==> src/dmac_pkg.sv <==
// Shared constants and types for the low-half cascade MAC slice
package dmac_pkg;

    // Register offsets on the plain register port
    localparam logic [3:0] CFG_OFS = 4'h0;
    localparam logic [3:0] RES_OFS = 4'h4;
    localparam logic [3:0] FLG_OFS = 4'h8;

    // Configuration register field positions
    localparam int CFG_FN_LSB   = 0;
    localparam int CFG_CASC_BIT = 3;
    localparam int CFG_SEXT_BIT = 4;
    localparam int CFG_W        = 5;

    // Configuration value after reset: 32-bit accumulator, tile carry, no sign extension
    localparam logic [4:0] CFG_RESET = 5'h05;

    // Reset values of datapath state
    localparam logic [15:0] ACC_RESET = 16'h0000;
    localparam logic        FLAG_RESET = 1'b0;

    // Slice functions
    typedef enum logic [2:0] {
        FN_MUL8,
        FN_MUL16,
        FN_ADD16,
        FN_ADD32,
        FN_ACC16,
        FN_ACC32,
        FN_MAC8,
        FN_MAC16
    } dmac_fn_t;

endpackage

==> src/dmac_slice.sv <==
// Low-half accumulator, cascade links and function modes of a MAC slice
`timescale 1ns/1ps
`default_nettype none

// Overview of operation
// - Low load select picks C, else adder
// - Low add/sub select: 0 add, 1 subtract
// - Cascade carry input feeds accumulator arithmetic
// - Tile carry input feeds the adder
// - Cascade carry output drives next slice
// - Tile carry output drives logic above
// - Sign extension input from previous slice
// - Sign extension output carries result sign
// - Eight multiplier, adder, accumulator, MAC functions
// - 8x8 product formed in upper half
// - Clock gate low holds the accumulator and flag registers
// - Output: full 32-bit or two halves
// - Low hold keeps low accumulator unchanged
// - Low clear zeroes low accumulator bits
module dmac_slice (
    input  wire logic        clk,
    input  wire logic        rst,
    input  wire logic        slice_clock_gate,
    input  wire logic [15:0] a_operand,
    input  wire logic [15:0] b_operand,
    input  wire logic [15:0] c_operand,
    input  wire logic [15:0] d_operand,
    input  wire logic        low_acc_load_select,
    input  wire logic        low_addsub_select,
    input  wire logic        low_acc_hold,
    input  wire logic        low_acc_clear,
    input  wire logic        high_acc_load_select,
    input  wire logic        high_addsub_select,
    input  wire logic        high_acc_hold,
    input  wire logic        high_acc_clear,
    input  wire logic        cascade_carry_in,
    input  wire logic        tile_carry_in,
    input  wire logic        sign_ext_chain_in,
    output logic             cascade_carry_out,
    output logic             tile_carry_out,
    output logic             sign_ext_chain_out,
    output logic [31:0]      result,
    input  wire logic [3:0]  reg_addr,
    input  wire logic [31:0] reg_wdata,
    input  wire logic        reg_wr,
    input  wire logic        reg_rd,
    output logic [31:0]      reg_rdata
);

    logic [4:0]  cfg_q;
    logic [15:0] acc_lo_q;
    logic [15:0] acc_hi_q;
    logic        cco_q;
    logic        tco_q;
    logic        sext_q;
    logic [31:0] rdata_q;

    // Function decode
    wire dmac_pkg::dmac_fn_t fn = dmac_pkg::dmac_fn_t'(cfg_q[dmac_pkg::CFG_FN_LSB +: 3]);
    wire casc_sel = cfg_q[dmac_pkg::CFG_CASC_BIT];
    wire sext_en  = cfg_q[dmac_pkg::CFG_SEXT_BIT];
    wire is_mul16 = (fn == dmac_pkg::FN_MUL16) || (fn == dmac_pkg::FN_MAC16);
    wire is_mul8  = (fn == dmac_pkg::FN_MUL8) || (fn == dmac_pkg::FN_MAC8);
    wire is_mul   = (fn == dmac_pkg::FN_MUL8) || (fn == dmac_pkg::FN_MUL16);
    wire is_add   = (fn == dmac_pkg::FN_ADD16) || (fn == dmac_pkg::FN_ADD32);
    wire is_accum = (fn == dmac_pkg::FN_ACC16) || (fn == dmac_pkg::FN_ACC32)
                 || (fn == dmac_pkg::FN_MAC8) || (fn == dmac_pkg::FN_MAC16);
    wire wide     = (fn == dmac_pkg::FN_MUL16) || (fn == dmac_pkg::FN_ADD32)
                 || (fn == dmac_pkg::FN_ACC32) || (fn == dmac_pkg::FN_MAC16);

    // Multipliers: one 16x16 or two 8x8
    wire [31:0] prod16  = 32'(a_operand) * 32'(b_operand);
    wire [15:0] prod_hi = 16'(a_operand[15:8]) * 16'(b_operand[15:8]);
    wire [15:0] prod_lo = 16'(a_operand[7:0]) * 16'(b_operand[7:0]);

    wire [15:0] p_hi_dir = (sext_en && wide) ? {16{sign_ext_chain_in}} : b_operand;

    wire [31:0] op_p = is_mul16 ? prod16
                     : is_mul8  ? {prod_hi, prod_lo}
                     : {p_hi_dir, a_operand};
    wire [31:0] op_q = is_accum ? {acc_hi_q, acc_lo_q}
                     : is_add   ? {d_operand, c_operand}
                     : 32'h0000_0000;

    // cascade or tile carry into low half
    wire cin_raw = is_mul ? 1'b0 : (casc_sel ? cascade_carry_in : tile_carry_in);

    wire        sub_lo  = low_addsub_select & ~is_mul;
    wire [15:0] pe_lo   = op_p[15:0] ^ {16{sub_lo}};
    // carry or borrow applied to adder
    wire [16:0] sum_lo  = {1'b0, op_q[15:0]} + {1'b0, pe_lo} + {16'h0000, cin_raw ^ sub_lo};

    // low carry feeds high half in wide modes
    // dual modes give high half no carry
    wire        sub_hi  = (wide ? low_addsub_select : high_addsub_select) & ~is_mul;
    wire        cin_hi  = wide ? sum_lo[16] : sub_hi;
    wire [15:0] pe_hi   = op_p[31:16] ^ {16{sub_hi}};
    wire [16:0] sum_hi  = {1'b0, op_q[31:16]} + {1'b0, pe_hi} + {16'h0000, cin_hi};

    wire co_hi    = sum_hi[16] ^ sub_hi;
    wire sign_hi  = op_q[31] ^ pe_hi[15] ^ sum_hi[16];

    // Next values of the accumulator halves
    // clear wins over hold and load
    // load C or take adder result
    wire [15:0] acc_lo_d = low_acc_clear ? dmac_pkg::ACC_RESET
                         : low_acc_hold  ? acc_lo_q
                         : low_acc_load_select ? c_operand
                         : sum_lo[15:0];
    wire [15:0] acc_hi_d = high_acc_clear ? dmac_pkg::ACC_RESET
                         : high_acc_hold  ? acc_hi_q
                         : high_acc_load_select ? c_operand
                         : sum_hi[15:0];

    // clock gate on all datapath registers
    always_ff @(posedge clk) begin
        if (rst) begin
            acc_lo_q <= dmac_pkg::ACC_RESET;
            acc_hi_q <= dmac_pkg::ACC_RESET;
        end else if (slice_clock_gate) begin
            acc_lo_q <= acc_lo_d;
            acc_hi_q <= acc_hi_d;
        end
    end

    always_ff @(posedge clk) begin
        if (rst) begin
            cco_q  <= dmac_pkg::FLAG_RESET;
            tco_q  <= dmac_pkg::FLAG_RESET;
            sext_q <= dmac_pkg::FLAG_RESET;
        end else if (slice_clock_gate) begin
            cco_q  <= co_hi;
            tco_q  <= co_hi;
            sext_q <= sign_hi;
        end
    end

    // Register port decode
    wire cfg_hit = (reg_addr == dmac_pkg::CFG_OFS);
    wire res_hit = (reg_addr == dmac_pkg::RES_OFS);
    wire flg_hit = (reg_addr == dmac_pkg::FLG_OFS);
    wire [31:0] rd_mux = cfg_hit ? {27'h0, cfg_q}
                       : res_hit ? {acc_hi_q, acc_lo_q}
                       : flg_hit ? {29'h0, sext_q, tco_q, cco_q}
                       : 32'h0000_0000;

    always_ff @(posedge clk) begin
        if (rst) begin
            cfg_q <= dmac_pkg::CFG_RESET;
        end else if (reg_wr && cfg_hit) begin
            cfg_q <= reg_wdata[dmac_pkg::CFG_W-1:0];
        end
    end

    always_ff @(posedge clk) begin
        if (rst) begin
            rdata_q <= 32'h0000_0000;
        end else begin
            rdata_q <= reg_rd ? rd_mux : 32'h0000_0000;
        end
    end

    assign result             = {acc_hi_q, acc_lo_q};
    assign cascade_carry_out  = cco_q;
    assign tile_carry_out     = tco_q;
    assign sign_ext_chain_out = sext_q;
    assign reg_rdata          = rdata_q;

    // Checks
    wire lo_free = slice_clock_gate && !low_acc_clear && !low_acc_hold && !low_acc_load_select;
    wire hi_free = slice_clock_gate && !high_acc_clear && !high_acc_hold && !high_acc_load_select;

    lo_gate_a: assert property (@(posedge clk) disable iff (rst)
        !slice_clock_gate |=> $stable(result) && $stable(cascade_carry_out))
        else $error("Registers changed with clock gate low");

    lo_clear_a: assert property (@(posedge clk) disable iff (rst)
        slice_clock_gate && low_acc_clear |=> acc_lo_q == 16'h0000)
        else $error("Low clear did not zero low half");

    lo_hold_a: assert property (@(posedge clk) disable iff (rst)
        slice_clock_gate && !low_acc_clear && low_acc_hold |=> $stable(acc_lo_q))
        else $error("Low hold did not keep low half");

    lo_load_a: assert property (@(posedge clk) disable iff (rst)
        slice_clock_gate && !low_acc_clear && !low_acc_hold && low_acc_load_select
        |=> acc_lo_q == $past(c_operand))
        else $error("Low load did not take C");

    lo_add_a: assert property (@(posedge clk) disable iff (rst)
        lo_free && !reg_wr && fn == dmac_pkg::FN_ACC16 && !casc_sel && !low_addsub_select
        |=> acc_lo_q == 16'($past(acc_lo_q) + $past(a_operand) + 16'($past(tile_carry_in))))
        else $error("Low accumulate add wrong");

    lo_sub_a: assert property (@(posedge clk) disable iff (rst)
        lo_free && !reg_wr && fn == dmac_pkg::FN_ACC16 && !casc_sel && low_addsub_select
        |=> acc_lo_q == 16'($past(acc_lo_q) - $past(a_operand) - 16'($past(tile_carry_in))))
        else $error("Low accumulate subtract wrong");

    casc_in_a: assert property (@(posedge clk) disable iff (rst)
        lo_free && !reg_wr && fn == dmac_pkg::FN_ACC16 && casc_sel && !low_addsub_select
        |=> acc_lo_q == 16'($past(acc_lo_q) + $past(a_operand)
                           + 16'($past(cascade_carry_in))))
        else $error("Cascade carry not applied");

    wide_carry_a: assert property (@(posedge clk) disable iff (rst)
        lo_free && hi_free && !reg_wr && fn == dmac_pkg::FN_ACC32 && !casc_sel && !sext_en
        && !low_addsub_select
        |=> result == 32'($past(result) + {$past(b_operand), $past(a_operand)}
                          + 32'($past(tile_carry_in))))
        else $error("Wide accumulate carry wrong");

    dual_hi_a: assert property (@(posedge clk) disable iff (rst)
        hi_free && !reg_wr && fn == dmac_pkg::FN_ACC16 && !high_addsub_select
        |=> acc_hi_q == 16'($past(acc_hi_q) + $past(b_operand)))
        else $error("Dual high half took a carry");

    mul8_hi_a: assert property (@(posedge clk) disable iff (rst)
        hi_free && !reg_wr && fn == dmac_pkg::FN_MUL8
        |=> acc_hi_q == 16'($past(a_operand[15:8])) * 16'($past(b_operand[15:8])))
        else $error("Upper 8x8 product wrong");

    carry_out_a: assert property (@(posedge clk) disable iff (rst)
        slice_clock_gate |=> cascade_carry_out == $past(co_hi)
                             && tile_carry_out == cascade_carry_out)
        else $error("Carry outputs disagree");

    sign_out_a: assert property (@(posedge clk) disable iff (rst)
        slice_clock_gate && !high_addsub_select && !wide && !is_mul
        |=> sign_ext_chain_out == ($past(op_q[31]) ^ $past(op_p[31]) ^ $past(sum_hi[16])))
        else $error("Sign output wrong");

    wide_sub_a: assert property (@(posedge clk) disable iff (rst)
        lo_free && hi_free && fn == dmac_pkg::FN_ACC32 && !casc_sel && !sext_en
        && low_addsub_select
        |=> result == 32'($past(result) - {$past(b_operand), $past(a_operand)}
                          - 32'($past(tile_carry_in))))
        else $error("Wide accumulate borrow wrong");

    dual_sub_a: assert property (@(posedge clk) disable iff (rst)
        hi_free && fn == dmac_pkg::FN_ACC16 && high_addsub_select
        |=> acc_hi_q == 16'($past(acc_hi_q) - $past(b_operand)))
        else $error("Dual high half took a borrow");

    add_low_a: assert property (@(posedge clk) disable iff (rst)
        lo_free && fn == dmac_pkg::FN_ADD16 && !casc_sel && !low_addsub_select
        |=> acc_lo_q == 16'($past(c_operand) + $past(a_operand)
                            + 16'($past(tile_carry_in))))
        else $error("Low half adder result wrong");

    full_product_a: assert property (@(posedge clk) disable iff (rst)
        lo_free && hi_free && fn == dmac_pkg::FN_MUL16
        |=> result == 32'($past(a_operand)) * 32'($past(b_operand)))
        else $error("Full product wrong");

    low_product_a: assert property (@(posedge clk) disable iff (rst)
        lo_free && fn == dmac_pkg::FN_MUL8
        |=> acc_lo_q == 16'($past(a_operand[7:0])) * 16'($past(b_operand[7:0])))
        else $error("Lower 8x8 product wrong");

    mac_wide_a: assert property (@(posedge clk) disable iff (rst)
        lo_free && hi_free && fn == dmac_pkg::FN_MAC16 && !casc_sel && !low_addsub_select
        |=> result == 32'($past(result) + 32'($past(a_operand)) * 32'($past(b_operand))
                          + 32'($past(tile_carry_in))))
        else $error("Wide multiply-accumulate wrong");

    mac_high_a: assert property (@(posedge clk) disable iff (rst)
        hi_free && fn == dmac_pkg::FN_MAC8 && !high_addsub_select
        |=> acc_hi_q == 16'($past(acc_hi_q)
                            + 16'($past(a_operand[15:8])) * 16'($past(b_operand[15:8]))))
        else $error("Upper 8x8 accumulate wrong");

    sign_in_a: assert property (@(posedge clk) disable iff (rst)
        lo_free && hi_free && fn == dmac_pkg::FN_ADD32 && sext_en && !casc_sel
        && !low_addsub_select
        |=> result == 32'({$past(d_operand), $past(c_operand)}
                          + {{16{$past(sign_ext_chain_in)}}, $past(a_operand)}
                          + 32'($past(tile_carry_in))))
        else $error("Sign extension input not applied");

    casc_out_a: assert property (@(posedge clk) disable iff (rst)
        slice_clock_gate && fn == dmac_pkg::FN_ADD32 && !sext_en && !casc_sel
        && !low_addsub_select
        |=> cascade_carry_out == (33'({$past(d_operand), $past(c_operand)})
                                  + 33'({$past(b_operand), $past(a_operand)})
                                  + 33'($past(tile_carry_in)) >= 33'h100000000))
        else $error("Cascade carry output wrong");

    tile_out_a: assert property (@(posedge clk) disable iff (rst)
        slice_clock_gate && fn == dmac_pkg::FN_ADD16 && !high_addsub_select
        |=> tile_carry_out == (17'($past(d_operand)) + 17'($past(b_operand)) >= 17'h10000))
        else $error("Tile carry output wrong");

    sign_add_a: assert property (@(posedge clk) disable iff (rst)
        slice_clock_gate && fn == dmac_pkg::FN_ADD16 && !high_addsub_select
        |=> sign_ext_chain_out == (32'($signed($past(d_operand)))
                                   + 32'($signed($past(b_operand))) < 0))
        else $error("Sign output of dual add wrong");

    gate_flags_a: assert property (@(posedge clk) disable iff (rst)
        !slice_clock_gate |=> $stable(tile_carry_out) && $stable(sign_ext_chain_out))
        else $error("Flags changed with clock gate low");

endmodule

`default_nettype wire

==> config.mk <==
export PLATFORM = sky130hd
export DESIGN_NAME = dmac_slice
export DESIGN_NICKNAME = d
export VERILOG_FILES = /design/src/dmac_pkg.sv /design/src/dmac_slice.sv
export SDC_FILE = /design/constraint.sdc
export NUM_CORES = 1
export LEC_CHECK = 0
export BUFFER_PORTS_ARGS = -buffer_cell sky130_fd_sc_hd__buf_2
export CORE_ASPECT_RATIO = 0.75
export CORE_MARGIN = 4
export CORE_UTILIZATION = 62
export DETAILED_ROUTE_END_ITERATION = 12
export GPL_ROUTABILITY_DRIVEN = 0
export PLACE_DENSITY = 0.83
export SLEW_MARGIN = 10
export SYNTH_ARGS = -nofsm -noshare
export SYNTH_HDL_FRONTEND = slang
export SYNTH_SLANG_ARGS = --single-unit
export TNS_END_PERCENT = 50
==> constraint.sdc <==
create_clock -name clk -period 12.2 [get_ports clk]
set_input_delay 0.61 -clock clk [delete_from_list [all_inputs] [get_ports clk]]
set_output_delay 0.61 -clock clk [all_outputs]
set_load 0.05 [all_outputs]
After elaboration in Yosys (flattened, before gate mapping)
Cells that the tools add are included.

Register bits after elaboration: 71. Bits of input ports: 116. Word-level logic and storage cells: 71. Output and inout bits: 67.

Reductions and logical operators: 18. Muxes and demuxes: 18. Add/subtract/negate cells: 4. Multipliers: 3. Equal/unequal tests: 11. Bitwise operators: 10.

Operators by type and width (number): 32-bit two-way mux (5); 16-bit two-way mux (7); 16-bit by 16-bit adder with 17-bit output (2); 17-bit by 1-bit adder with 17-bit output (2); 16-bit by 16-bit multiplier with 32-bit output (1); 8-bit by 8-bit multiplier with 16-bit output (2); 16-bit bitwise XOR (2); 3-bit equality test (second input constant) (4); 1-bit logical OR (10); 3-bit by 2-bit equality test with 1-bit output (second input constant) (2); 5-bit two-way mux (1); 4-bit by 3-bit equality test with 1-bit output (second input constant) (1); 4-bit equality test (second input constant) (1); 4-bit zero test (1); 1-bit two-way mux (4); 2-bit by 1-bit != test with 1-bit output (second input constant) (2); 2-bit AND reduction (2); 1-bit bitwise XOR (4); 3-bit by 1-bit equality test with 1-bit output (second input constant) (1); 3-bit zero test (1); 3-bit two-way mux (1); 3-bit OR reduction (1); 1-bit AND (2); 1-bit logical AND (2); other kinds (2) (3).

Depth between registers and ports, before layout
Gate-level depths: netlist (run 1).

Depth in word-level cells: 16. Mapped depth: 41.

Least setup slack after synthesis (run 1)
Ideal clock, no wire load.

Kind: input -> register. Start point: input port b_operand[2]. End point: register sext_q, in the netlist sign_ext_chain_out. Path buffers: 2. Required time: 12114 ps. Arrival: 8941 ps. Path slack: 3173 ps. Stages on the path: 37. Setup time: 86 ps. Cells stage by stage: clkbuf_1 -> clkbuf_1 -> nand2_1 -> fa_1 -> inv_1 -> fa_1 -> ha_1 -> fa_1 -> inv_1 -> fa_1 -> fa_1 -> inv_1 -> ha_1 -> o211ai_2 -> a21oi_2 -> nor2_1 -> xor2_1 -> a211oi_1 -> a21oi_1 -> xor2_1 -> ha_1 -> a21o_1 -> a21o_1 -> a41o_1 -> a41o_1 -> o21ai_0 -> a21o_1 -> fa_1 -> inv_1 -> fa_1 -> a211oi_2 -> o21ai_1 -> a2111oi_2 -> o31ai_1 -> a31oi_1 -> mux2i_1 -> a211oi_1.

Cells in the longest elaborated chain, start to end: 9. Elaborated cells on any way between the ends: 14. Those cells by class: 4 x add/sub; 2 x mul; 4 x mux; 4 x bitwise.

Ends and longest elaborated chain: start: declaration (line dmac_slice.sv:25) `input wire logic [15:0] b_operand,`; parallel branches: the longest is 2 deep, another holds 16-bit by 16-bit multiplier with 32-bit output; 32-bit two-way mux * (line dmac_slice.sv:78) `wire [31:0] op_p = is_mul16 ? prod16`; 16-bit bitwise XOR (line dmac_slice.sv:89) `wire [15:0] pe_lo = op_p[15:0] ^ {16{sub_lo}};`; 16-bit by 16-bit adder with 17-bit output (line dmac_slice.sv:91) `wire [16:0] sum_lo = {1'b0, op_q[15:0]} + {1'b0, pe_lo} + {16'h0000, cin_raw ^ sub_lo};`; 17-bit by 1-bit adder with 17-bit output (line dmac_slice.sv:91); 1-bit two-way mux (line dmac_slice.sv:96) `wire cin_hi = wide ? sum_lo[16] : sub_hi;`; 17-bit by 1-bit adder with 17-bit output (line dmac_slice.sv:98) `wire [16:0] sum_hi = {1'b0, op_q[31:16]} + {1'b0, pe_hi} + {16'h0000, cin_hi};`; 1-bit bitwise XOR * (line dmac_slice.sv:101) `wire sign_hi = op_q[31] ^ pe_hi[15] ^ sum_hi[16];`; end signal: assignment (line dmac_slice.sv:130) `sext_q <= dmac_pkg::FLAG_RESET;`; end signal: assignment (line dmac_slice.sv:134) `sext_q <= sign_hi;`; end: declaration (line dmac_slice.sv:55) `logic sext_q;`.

Mark *: on every way between the ends. A chain may end at the register's enable or synchronous reset.

Worst setup path after layout (run 1)
Start point: input port a_operand[5]. End point: register acc_hi_q[14].

Cells in the longest elaborated chain, start to end: 11. Elaborated cells on any way between the ends: 14. Those cells by class: 4 x add/sub; 2 x mul; 6 x mux; 2 x bitwise.

Ends and longest elaborated chain: start: declaration (line dmac_slice.sv:24) `input wire logic [15:0] a_operand,`; parallel branches: the longest is 2 deep, another holds 16-bit by 16-bit multiplier with 32-bit output; 32-bit two-way mux * (line dmac_slice.sv:78); 16-bit bitwise XOR (line dmac_slice.sv:89); 16-bit by 16-bit adder with 17-bit output (line dmac_slice.sv:91); 17-bit by 1-bit adder with 17-bit output (line dmac_slice.sv:91); 1-bit two-way mux (line dmac_slice.sv:96); 17-bit by 1-bit adder with 17-bit output * (line dmac_slice.sv:98); 16-bit two-way mux * (line dmac_slice.sv:112) `: high_acc_load_select ? c_operand`; 16-bit two-way mux * (line dmac_slice.sv:111) `: high_acc_hold ? acc_hi_q`; 16-bit two-way mux * (line dmac_slice.sv:110) `wire [15:0] acc_hi_d = high_acc_clear ? dmac_pkg::ACC_RESET`; end signal: assignment (line dmac_slice.sv:119) `acc_hi_q <= dmac_pkg::ACC_RESET;`; end signal: assignment (line dmac_slice.sv:122) `acc_hi_q <= acc_hi_d;`; end: declaration (line dmac_slice.sv:52) `logic [15:0] acc_hi_q;`.

Mark *: on every way between the ends. The select of a mux whose other input is x is not followed.

==> results of run 1 <==
## routing by layer
layer	part of all wire	global-route usage	wire length (um)
met1	0.40	0.441	20300
met2	0.48	0.554	24000
met3	0.094	0.0557	4730
met4	0.028	0.0966	1390
met5	0.00024	0	12
## cells in the mapped netlist (4+ instances only)
library cell / number
a222oi_1: 10
nor2b_1: 10
a211oi_1: 20
a31oi_1: 15
buf_2: 9
nand2_1: 225
nor4_1: 11
o21bai_1: 15
o22ai_1: 11
mux2i_1: 21
and2_1: 137
or2_2: 6
xnor2_1: 48
nor2_1: 94
a21oi_1: 93
a22oi_1: 20
inv_1: 378
o21ai_0: 61
clkbuf_8: 6
nand3_1: 26
o211ai_1: 7
a21o_1: 39
o31ai_1: 5
nand2b_1: 9
a22o_1: 32
fa_1: 253
xor2_1: 30
clkbuf_1: 82
nand4_1: 11
ha_1: 191
a211o_1: 7
nor3b_1: 4
o21ai_1: 7
and3_1: 11
nor3_1: 43
o21a_1: 5
a311oi_1: 7
nand3b_1: 5
or3_1: 10
dfxtp_1: 71
## registers in the layout, summed over array words and instances (netlist names)
register,count
tile_carry_out,1
sign_ext_chain_out,1
cfg_q,5
acc_hi_q,16
acc_lo_q,16
reg_rdata,32
## power by group through the flow
stage	logic (uW)	registers (uW)	clock network, uW
final	4330	253	263
after global routing	4830	254	276
after CTS	4230	253	262
after detailed placement	4190	257	0
after global placement	4040	257	0
after floorplan	3240	285	0
## worst max-delay path by stage
stage                 startpoint                  to  slack (ns)
floorplan           b_operand[2]  sign_ext_chain_out        3.17
global placement    a_operand[5]      tile_carry_out        2.60
detailed placement  a_operand[5]      tile_carry_out        2.41
CTS                 a_operand[5]        acc_hi_q[14]        2.54
global route        a_operand[5]        acc_hi_q[14]        2.04
finish              a_operand[5]        acc_hi_q[14]        2.39
## stage by stage
step,worst slack (ns),hold WS [ns]
2_1_floorplan,3.17,0.506
3_3_place_gp,2.60,0.491
3_5_place_dp,2.41,0.495
4_1_cts,2.54,0.509
5_1_grt,2.04,0.523
6_report,2.39,0.510
## layout make-up
| cell class | instances | area (sq um) |
|---|---|---|
| Antenna cell | 3 | 7.51 |
| Clock buffer | 11 | 233 |
| Clock inverter | 5 | 58.8 |
| Fill cell | 2219 | 8740 |
| Inverter | 378 | 1420 |
| Multi-Input combinational cell | 1559 | 14100 |
| Sequential cell | 71 | 1420 |
| Tap cell | 351 | 439 |
| Timing Repair Buffer | 168 | 873 |
## cell usage in the layout, fill, tap and decap left out, types with 10 or more instances in the layout
cell        n
a211oi_1   20
a21o_1     39
a21oi_1    93
a222oi_1   10
a22o_1     32
a22oi_1    20
a31oi_1    15
and2_1    137
and3_1     11
buf_2     155
buf_4      13
dfxtp_1    71
fa_1      253
ha_1      191
inv_1     378
mux2i_1    21
nand2_1   225
nand3_1    26
nand4_1    11
nor2_1     94
nor3_1     43
nor4_1     11
o21ai_0    58
o21bai_1   15
o22ai_1    11
or3_1      10
xnor2_1    47
xor2_1     29
## kinds of logic after synthesis
kind of cell	Yosys count	synth area share
flip-flops	71	0.0816
XOR/XNOR	78	0.0392
AO/OA/AOI/OAI	395	0.156
adder cells (fa/ha/maj)	444	0.428
multiplexers	22	0.0127
AND/OR/NAND/NOR	620	0.175
buffers and inverters	479	0.108
==> flow_metrics.env, run 1 <==
export IMPL_outcome="completed"
export IMPL_viasPerCell=6.15
export IMPL_cts_inserted_buffers=9
export IMPL_cts_sinks=71
export IMPL_synth_top_area_frac=0.291
export IMPL_min_path_cells=1
export IMPL_synth_cell_types=84
export IMPL_cts_hold_buf=0
export IMPL_cts_root_buf="clkbuf_16"
export IMPL_synth_main_ff_cell="dfxtp_1"
export IMPL_reg2regPathDepth=24
export IMPL_dp_cells=2527
export IMPL_pwr_share_clk=0.054
export IMPL_min_path_type="flip-flop to flip-flop"
export IMPL_critical_path_slowest_cell="fa_1"
export IMPL_vias=15700
export IMPL_route_detailed_drc=0
export IMPL_initial_core_util=0.637
export IMPL_hold_viol=0
export IMPL_final_cells=2546
export IMPL_seq_area_frac_synth=0.0816
export IMPL_dieWidth_um=202
export IMPL_drv_cap=0
export IMPL_antenna_found_initial=4
export IMPL_dpl_instance_area_sq_mm=0.0183
export IMPL_min_period_over_period=0.804
export IMPL_grt_start_max_net_pins=45
export IMPL_overflow=0
export IMPL_ys_ff_latch=71
export IMPL_grtUsageTotal=0.329
export IMPL_cp_top_family="adder cells"
export IMPL_worst_setup_path_type="input port to flip-flop"
export IMPL_routedWlPerCell_um=19.8
export IMPL_drt_total_wl_um=50500
export IMPL_maxSlewViolCount=0
export IMPL_cp_num_cells=36
export IMPL_clockBufferDepth=2
export IMPL_ff2ff_setup_slack_ns=5.11
export IMPL_clk_transition_reported_paths_ns=0.06
export IMPL_syn_inst=2109
export IMPL_yosys_top_cells_area="fa_1 29%, ha_1 14%, dfxtp_1 8.2%"
export IMPL_max_slew_worst_pin_slew_ns=0.880
export IMPL_rsz0062_at_grt="no"
export IMPL_postLayoutCellArea_sq_mm=0.0186
export IMPL_cts_resized=0
export IMPL_synth_warnings=0
export IMPL_cp_data_required_time_ns=12.37
export IMPL_place_hpwl_um=40100
export IMPL_end_kind="flip-flop"
export IMPL_grt_pass1_vias=16600
export IMPL_cpMostUsedCell="fa_1"
export IMPL_power_frac_comb=0.894
export IMPL_critPathMaxFanout=17
export IMPL_syn_area_sq_mm=0.0174
export IMPL_slowest_delay_ns=0.55
export IMPL_fmax_ghz=0.102
export IMPL_power_switching_uw=2770
export IMPL_grt_pass1_wl_um=83300
export IMPL_arrival_ns=9.98
export IMPL_cp_start_kind="input port"
export IMPL_clkLatencyLatePin_ns=0.33
export IMPL_fp_row_count=52
export IMPL_fin_setup_tns_ns=0
export IMPL_min_delay_start="acc_hi_q[3]"
export IMPL_min_period_ns=9.81
export IMPL_leakagePower_uw=0.00972
export IMPL_p_sw_frac=0.572
export IMPL_core_region_area_sq_mm=0.0273
export IMPL_async_flop_share=0
export IMPL_p_int_uw=2070
export IMPL_setup_viol=0
export IMPL_skew_ns=0.00984
export IMPL_power_frac_seq=0.052
export IMPL_die_area_sq_mm=0.0309
export IMPL_power_density_mw_per_mm2=261
export IMPL_syn_avg_cell_area_sq_um=8.26
export IMPL_cts_tree="built"
export IMPL_finish_utilization=0.680
export IMPL_area_growth_pct=6.72
export IMPL_power_uw=4850
export IMPL_min_to="reg_rdata[19]"
export IMPL_cts_setup_buffers=0
export IMPL_relSlewSlack=0.409
export IMPL_numPortBuffers=155
export IMPL_dr_pass1_iters=7
export IMPL_h_tree_depth=3
export IMPL_pin_count=183
export IMPL_critical_path_buf_inv_count=5
export IMPL_drive_gt1_frac=0.0976
export IMPL_synth_nets=2669
export IMPL_worstReg2RegStart="cfg_q[1]"
export IMPL_synth_area_leader_cell="fa_1"
export IMPL_postRouteAntennaNets=0
export IMPL_synth_edff_count=0
export IMPL_die_h_um=153
export IMPL_vdd_drop_max_uv=316
export IMPL_drt_initial_drc_count=1669
export IMPL_num_nets_final=2747
export IMPL_r2r_end="acc_hi_q[14]"
No activity file was read; power rests on OpenSTA's default activity.
==> inputs of run 2 (changes only) <==
--- a/config.mk
+++ b/config.mk
@@ -5,13 +5,14 @@
 export SDC_FILE = /design/constraint.sdc
 export NUM_CORES = 1
 export LEC_CHECK = 0
+export ABC_AREA = 1
 export BUFFER_PORTS_ARGS = -buffer_cell sky130_fd_sc_hd__buf_2
 export CORE_ASPECT_RATIO = 0.75
 export CORE_MARGIN = 4
-export CORE_UTILIZATION = 62
+export CORE_UTILIZATION = 57
 export DETAILED_ROUTE_END_ITERATION = 12
 export GPL_ROUTABILITY_DRIVEN = 0
-export PLACE_DENSITY = 0.83
+export PLACE_DENSITY = 0.8
 export SLEW_MARGIN = 10
 export SYNTH_ARGS = -nofsm -noshare
 export SYNTH_HDL_FRONTEND = slang
==> constraint.sdc (replaced) <==
create_clock -name clk -period 8.4 [get_ports clk]
set_input_delay 0.42 -clock clk [delete_from_list [all_inputs] [get_ports clk]]
set_output_delay 0.42 -clock clk [all_outputs]
set_load 0.05 [all_outputs]
==> flow_metrics.env, run 2 <==
export IMPL_numPortBuffers=155
export IMPL_slowest_delay_ns=0.55
export IMPL_antenna_cells=0
export IMPL_postRouteAntennaNets=0
export IMPL_cts_inserted_buffers=9
export IMPL_yosys_top_cells_area="fa_1 28%, nand2_1 16%, inv_1 14%"
export IMPL_synth_top_family_by_area="adder cells"
export IMPL_cp_data_required_time_ns=8.59
export IMPL_multi_input_area_sq_mm=0.0139
export IMPL_critPathMaxFanout=9
export IMPL_clkLatencyLatePin_ns=0.34
export IMPL_setup_viol=0
export IMPL_cp_start_kind="input port"
export IMPL_drive_gt1_frac=0.0879
export IMPL_synth_top_area_frac=0.276
export IMPL_leakagePower_uw=0.0119
export IMPL_synth_xor_area_frac=0.0134
export IMPL_synth_simple_area_share=0.248
export IMPL_cp_top_family="adder cells"
export IMPL_skew_ns=0.00917
export IMPL_syn_area_sq_mm=0.0183
export IMPL_synth_most_common_cell="nand2_1"
export IMPL_async_flop_share=0
export IMPL_grt_pass1_vias=17900
export IMPL_vdd_drop_max_uv=385
export IMPL_clk_transition_reported_paths_ns=0.06
export IMPL_clockBufferDepth=2
export IMPL_critical_path_buf_inv_count=8
export IMPL_dieWidth_um=215
export IMPL_min_period_over_period=0.944
export IMPL_power_frac_seq=0.052
export IMPL_drt_initial_drc_count=2054
export IMPL_final_cell_mix="766 x nand2_1, 678 x inv_1, 253 x fa_1"
export IMPL_drt_total_wl_um=53900
export IMPL_synth_edff_count=0
export IMPL_synthAdderAreaFrac=0.407
export IMPL_cpMostUsedCell="fa_1"
export IMPL_num_nets_final=3432
export IMPL_pin_count=183
export IMPL_cts_tree="built"
export IMPL_initial_core_util=0.583
export IMPL_core_region_area_sq_mm=0.0315
export IMPL_min_period_ns=7.93
export IMPL_p_int_uw=2810
export IMPL_route_detailed_drc=2
export IMPL_dr_pass1_iters=13
export IMPL_grtUsageTotal=0.302
export IMPL_violations="DRC"
export IMPL_power_switching_uw=4120
export IMPL_largest_register_ffs=32
export IMPL_maxSlewViolCount=0
export IMPL_synth_nets=3324
export IMPL_synth_area_leader_cell="fa_1"
export IMPL_min_path_type="input port to flip-flop"
export IMPL_cp_startpoint="a_operand[4]"
export IMPL_relSlewSlack=0.332
export IMPL_synth_common_cells="770 x nand2_1, 679 x inv_1, 253 x fa_1"
export IMPL_p_sw_frac=0.594
export IMPL_end_kind="flip-flop"
export IMPL_power_frac_comb=0.889
export IMPL_pre_cts_slack_ns=-0.0241
export IMPL_overflow=0
export IMPL_fp_row_count=56
export IMPL_synth_main_ff_cell="dfxtp_1"
export IMPL_cts_root_buf="clkbuf_16"
export IMPL_place_hpwl_um=44900
export IMPL_critical_path_slowest_cell="fa_1"
export IMPL_seqCellArea_sq_mm=0.00142
export IMPL_worstReg2RegStart="cfg_q[1]"
export IMPL_grt_pass1_wl_um=87200
export IMPL_area_growth_pct=8.60
export IMPL_syn_avg_cell_area_sq_um=6.63
export IMPL_seq_area_frac_synth=0.0776
export IMPL_fmax_ghz=0.126
export IMPL_pwr_share_clk=0.059
export IMPL_ys_ff_latch=71
export IMPL_antenna_found_initial=1
export IMPL_worst_setup_path_type="input port to flip-flop"
export IMPL_max_slew_worst_pin_slew_ns=1.00
export IMPL_synth_compound_area_frac=0.0892
export IMPL_die_h_um=163
export IMPL_synth_cell_types=39
export IMPL_cts_sinks=71
export IMPL_muxShareOfSynthArea=0.000546
export IMPL_routedWlPerCell_um=16.4
export IMPL_fillers=2837
export IMPL_outcome="complete, but fails checks"
export IMPL_layout_commonest_cell="nand2_1"
export IMPL_power_density_mw_per_mm2=348
export IMPL_viasPerCell=5.55
export IMPL_syn_inst=2764
export IMPL_synth_warnings=0
export IMPL_hold_viol=0
export IMPL_grt_start_max_net_pins=53
export IMPL_setup_ws_ns=0.471
export IMPL_arrival_ns=8.12
export IMPL_h_tree_depth=3
export IMPL_fin_setup_tns_ns=0
export IMPL_min_delay_start="reg_wdata[4]"
export IMPL_drv_cap=0
export IMPL_vias=18200
export IMPL_die_area_sq_mm=0.0351
[run 2: path summary, 6_finish.rpt]
| path | cells after the start | slack (ns) | endpoint |
|---|---|---|---|
| worst max-delay path | 44 | 0.47 | acc_hi_q[14] |
| worst min-delay path | 3 | 0.34 | cfg_q[4] |
| worst max register to register | 32 | 2.23 | acc_hi_q[14] |
| worst min register to register | 2 | 0.47 | reg_rdata[8] |
[run 2: through the flow]
stage	instance area, sq um	instances	hold slack [ns]	power (uW)	util
floorplan	18300	2764	0.452	4810	-
global placement	19500	3267	0.454	6160	0.621
detailed placement	19500	3267	0.453	6310	0.621
CTS	19800	3283	0.333	6760	0.631
global route	19900	3283	0.350	7820	0.633
finish	19900	3283	0.335	6930	0.633
[run 2: cell type report]
class                   instances  share of cell area
clock buffers                  11              0.0117
clock inverters                 5             0.00415
inverters                     691               0.130
well taps                     406              0.0255
repair buffers                200              0.0566
flip-flops and latches         71              0.0714
multi-input cells            1899               0.700
[run 2: routing by layer]
metal  GRT usage  wire, um  vias up
met1       0.410     22000     8600
met4      0.0884      1740        0
met2       0.509     25100      954
li1            -         -     8498
met3      0.0452      5070      161
met5           0         0        -
[run 2: repair_timing]
item                                    CTS  global route
endpoints found under the setup margin    0            12
buffers inserted                          0             0
resized for setup                         0            21
hold buffers                              0             0
[run 2: kinds of logic (layout without fill, tap and decap cells)]
kind of cell | after synthesis | count (layout)
and+or+nand+nor | 1124 | 1124
buffers and inverters | 794 | 907
adders and majority gates | 444 | 444
AOI/OAI and AO/OA | 302 | 302
DFF | 71 | 71
xor gates and xnor gates | 28 | 28
muxes | 1 | 1
[run 2: power groups by stage]
stage | Clock [uW] | Combinational (uW) | Sequential, uW
5_1_grt | 425 | 7030 | 360
2_1_floorplan | 0 | 4410 | 399
3_3_place_gp | 0 | 5800 | 365
4_1_cts | 407 | 5990 | 358
6_report | 410 | 6160 | 359
3_5_place_dp | 0 | 5940 | 366
[run 2: worst register-to-register path, delay by kind of cell (launching register included)]
| family | cells | cell delay (ns) |
|---|---|---|
| DFF | 1 | 0.98 |
| buffers and inverters | 2 | 0.58 |
| and+or+nand+nor | 22 | 2.74 |
| adders and majority gates | 3 | 1.01 |
| AOI/OAI and AO/OA | 5 | 0.70 |
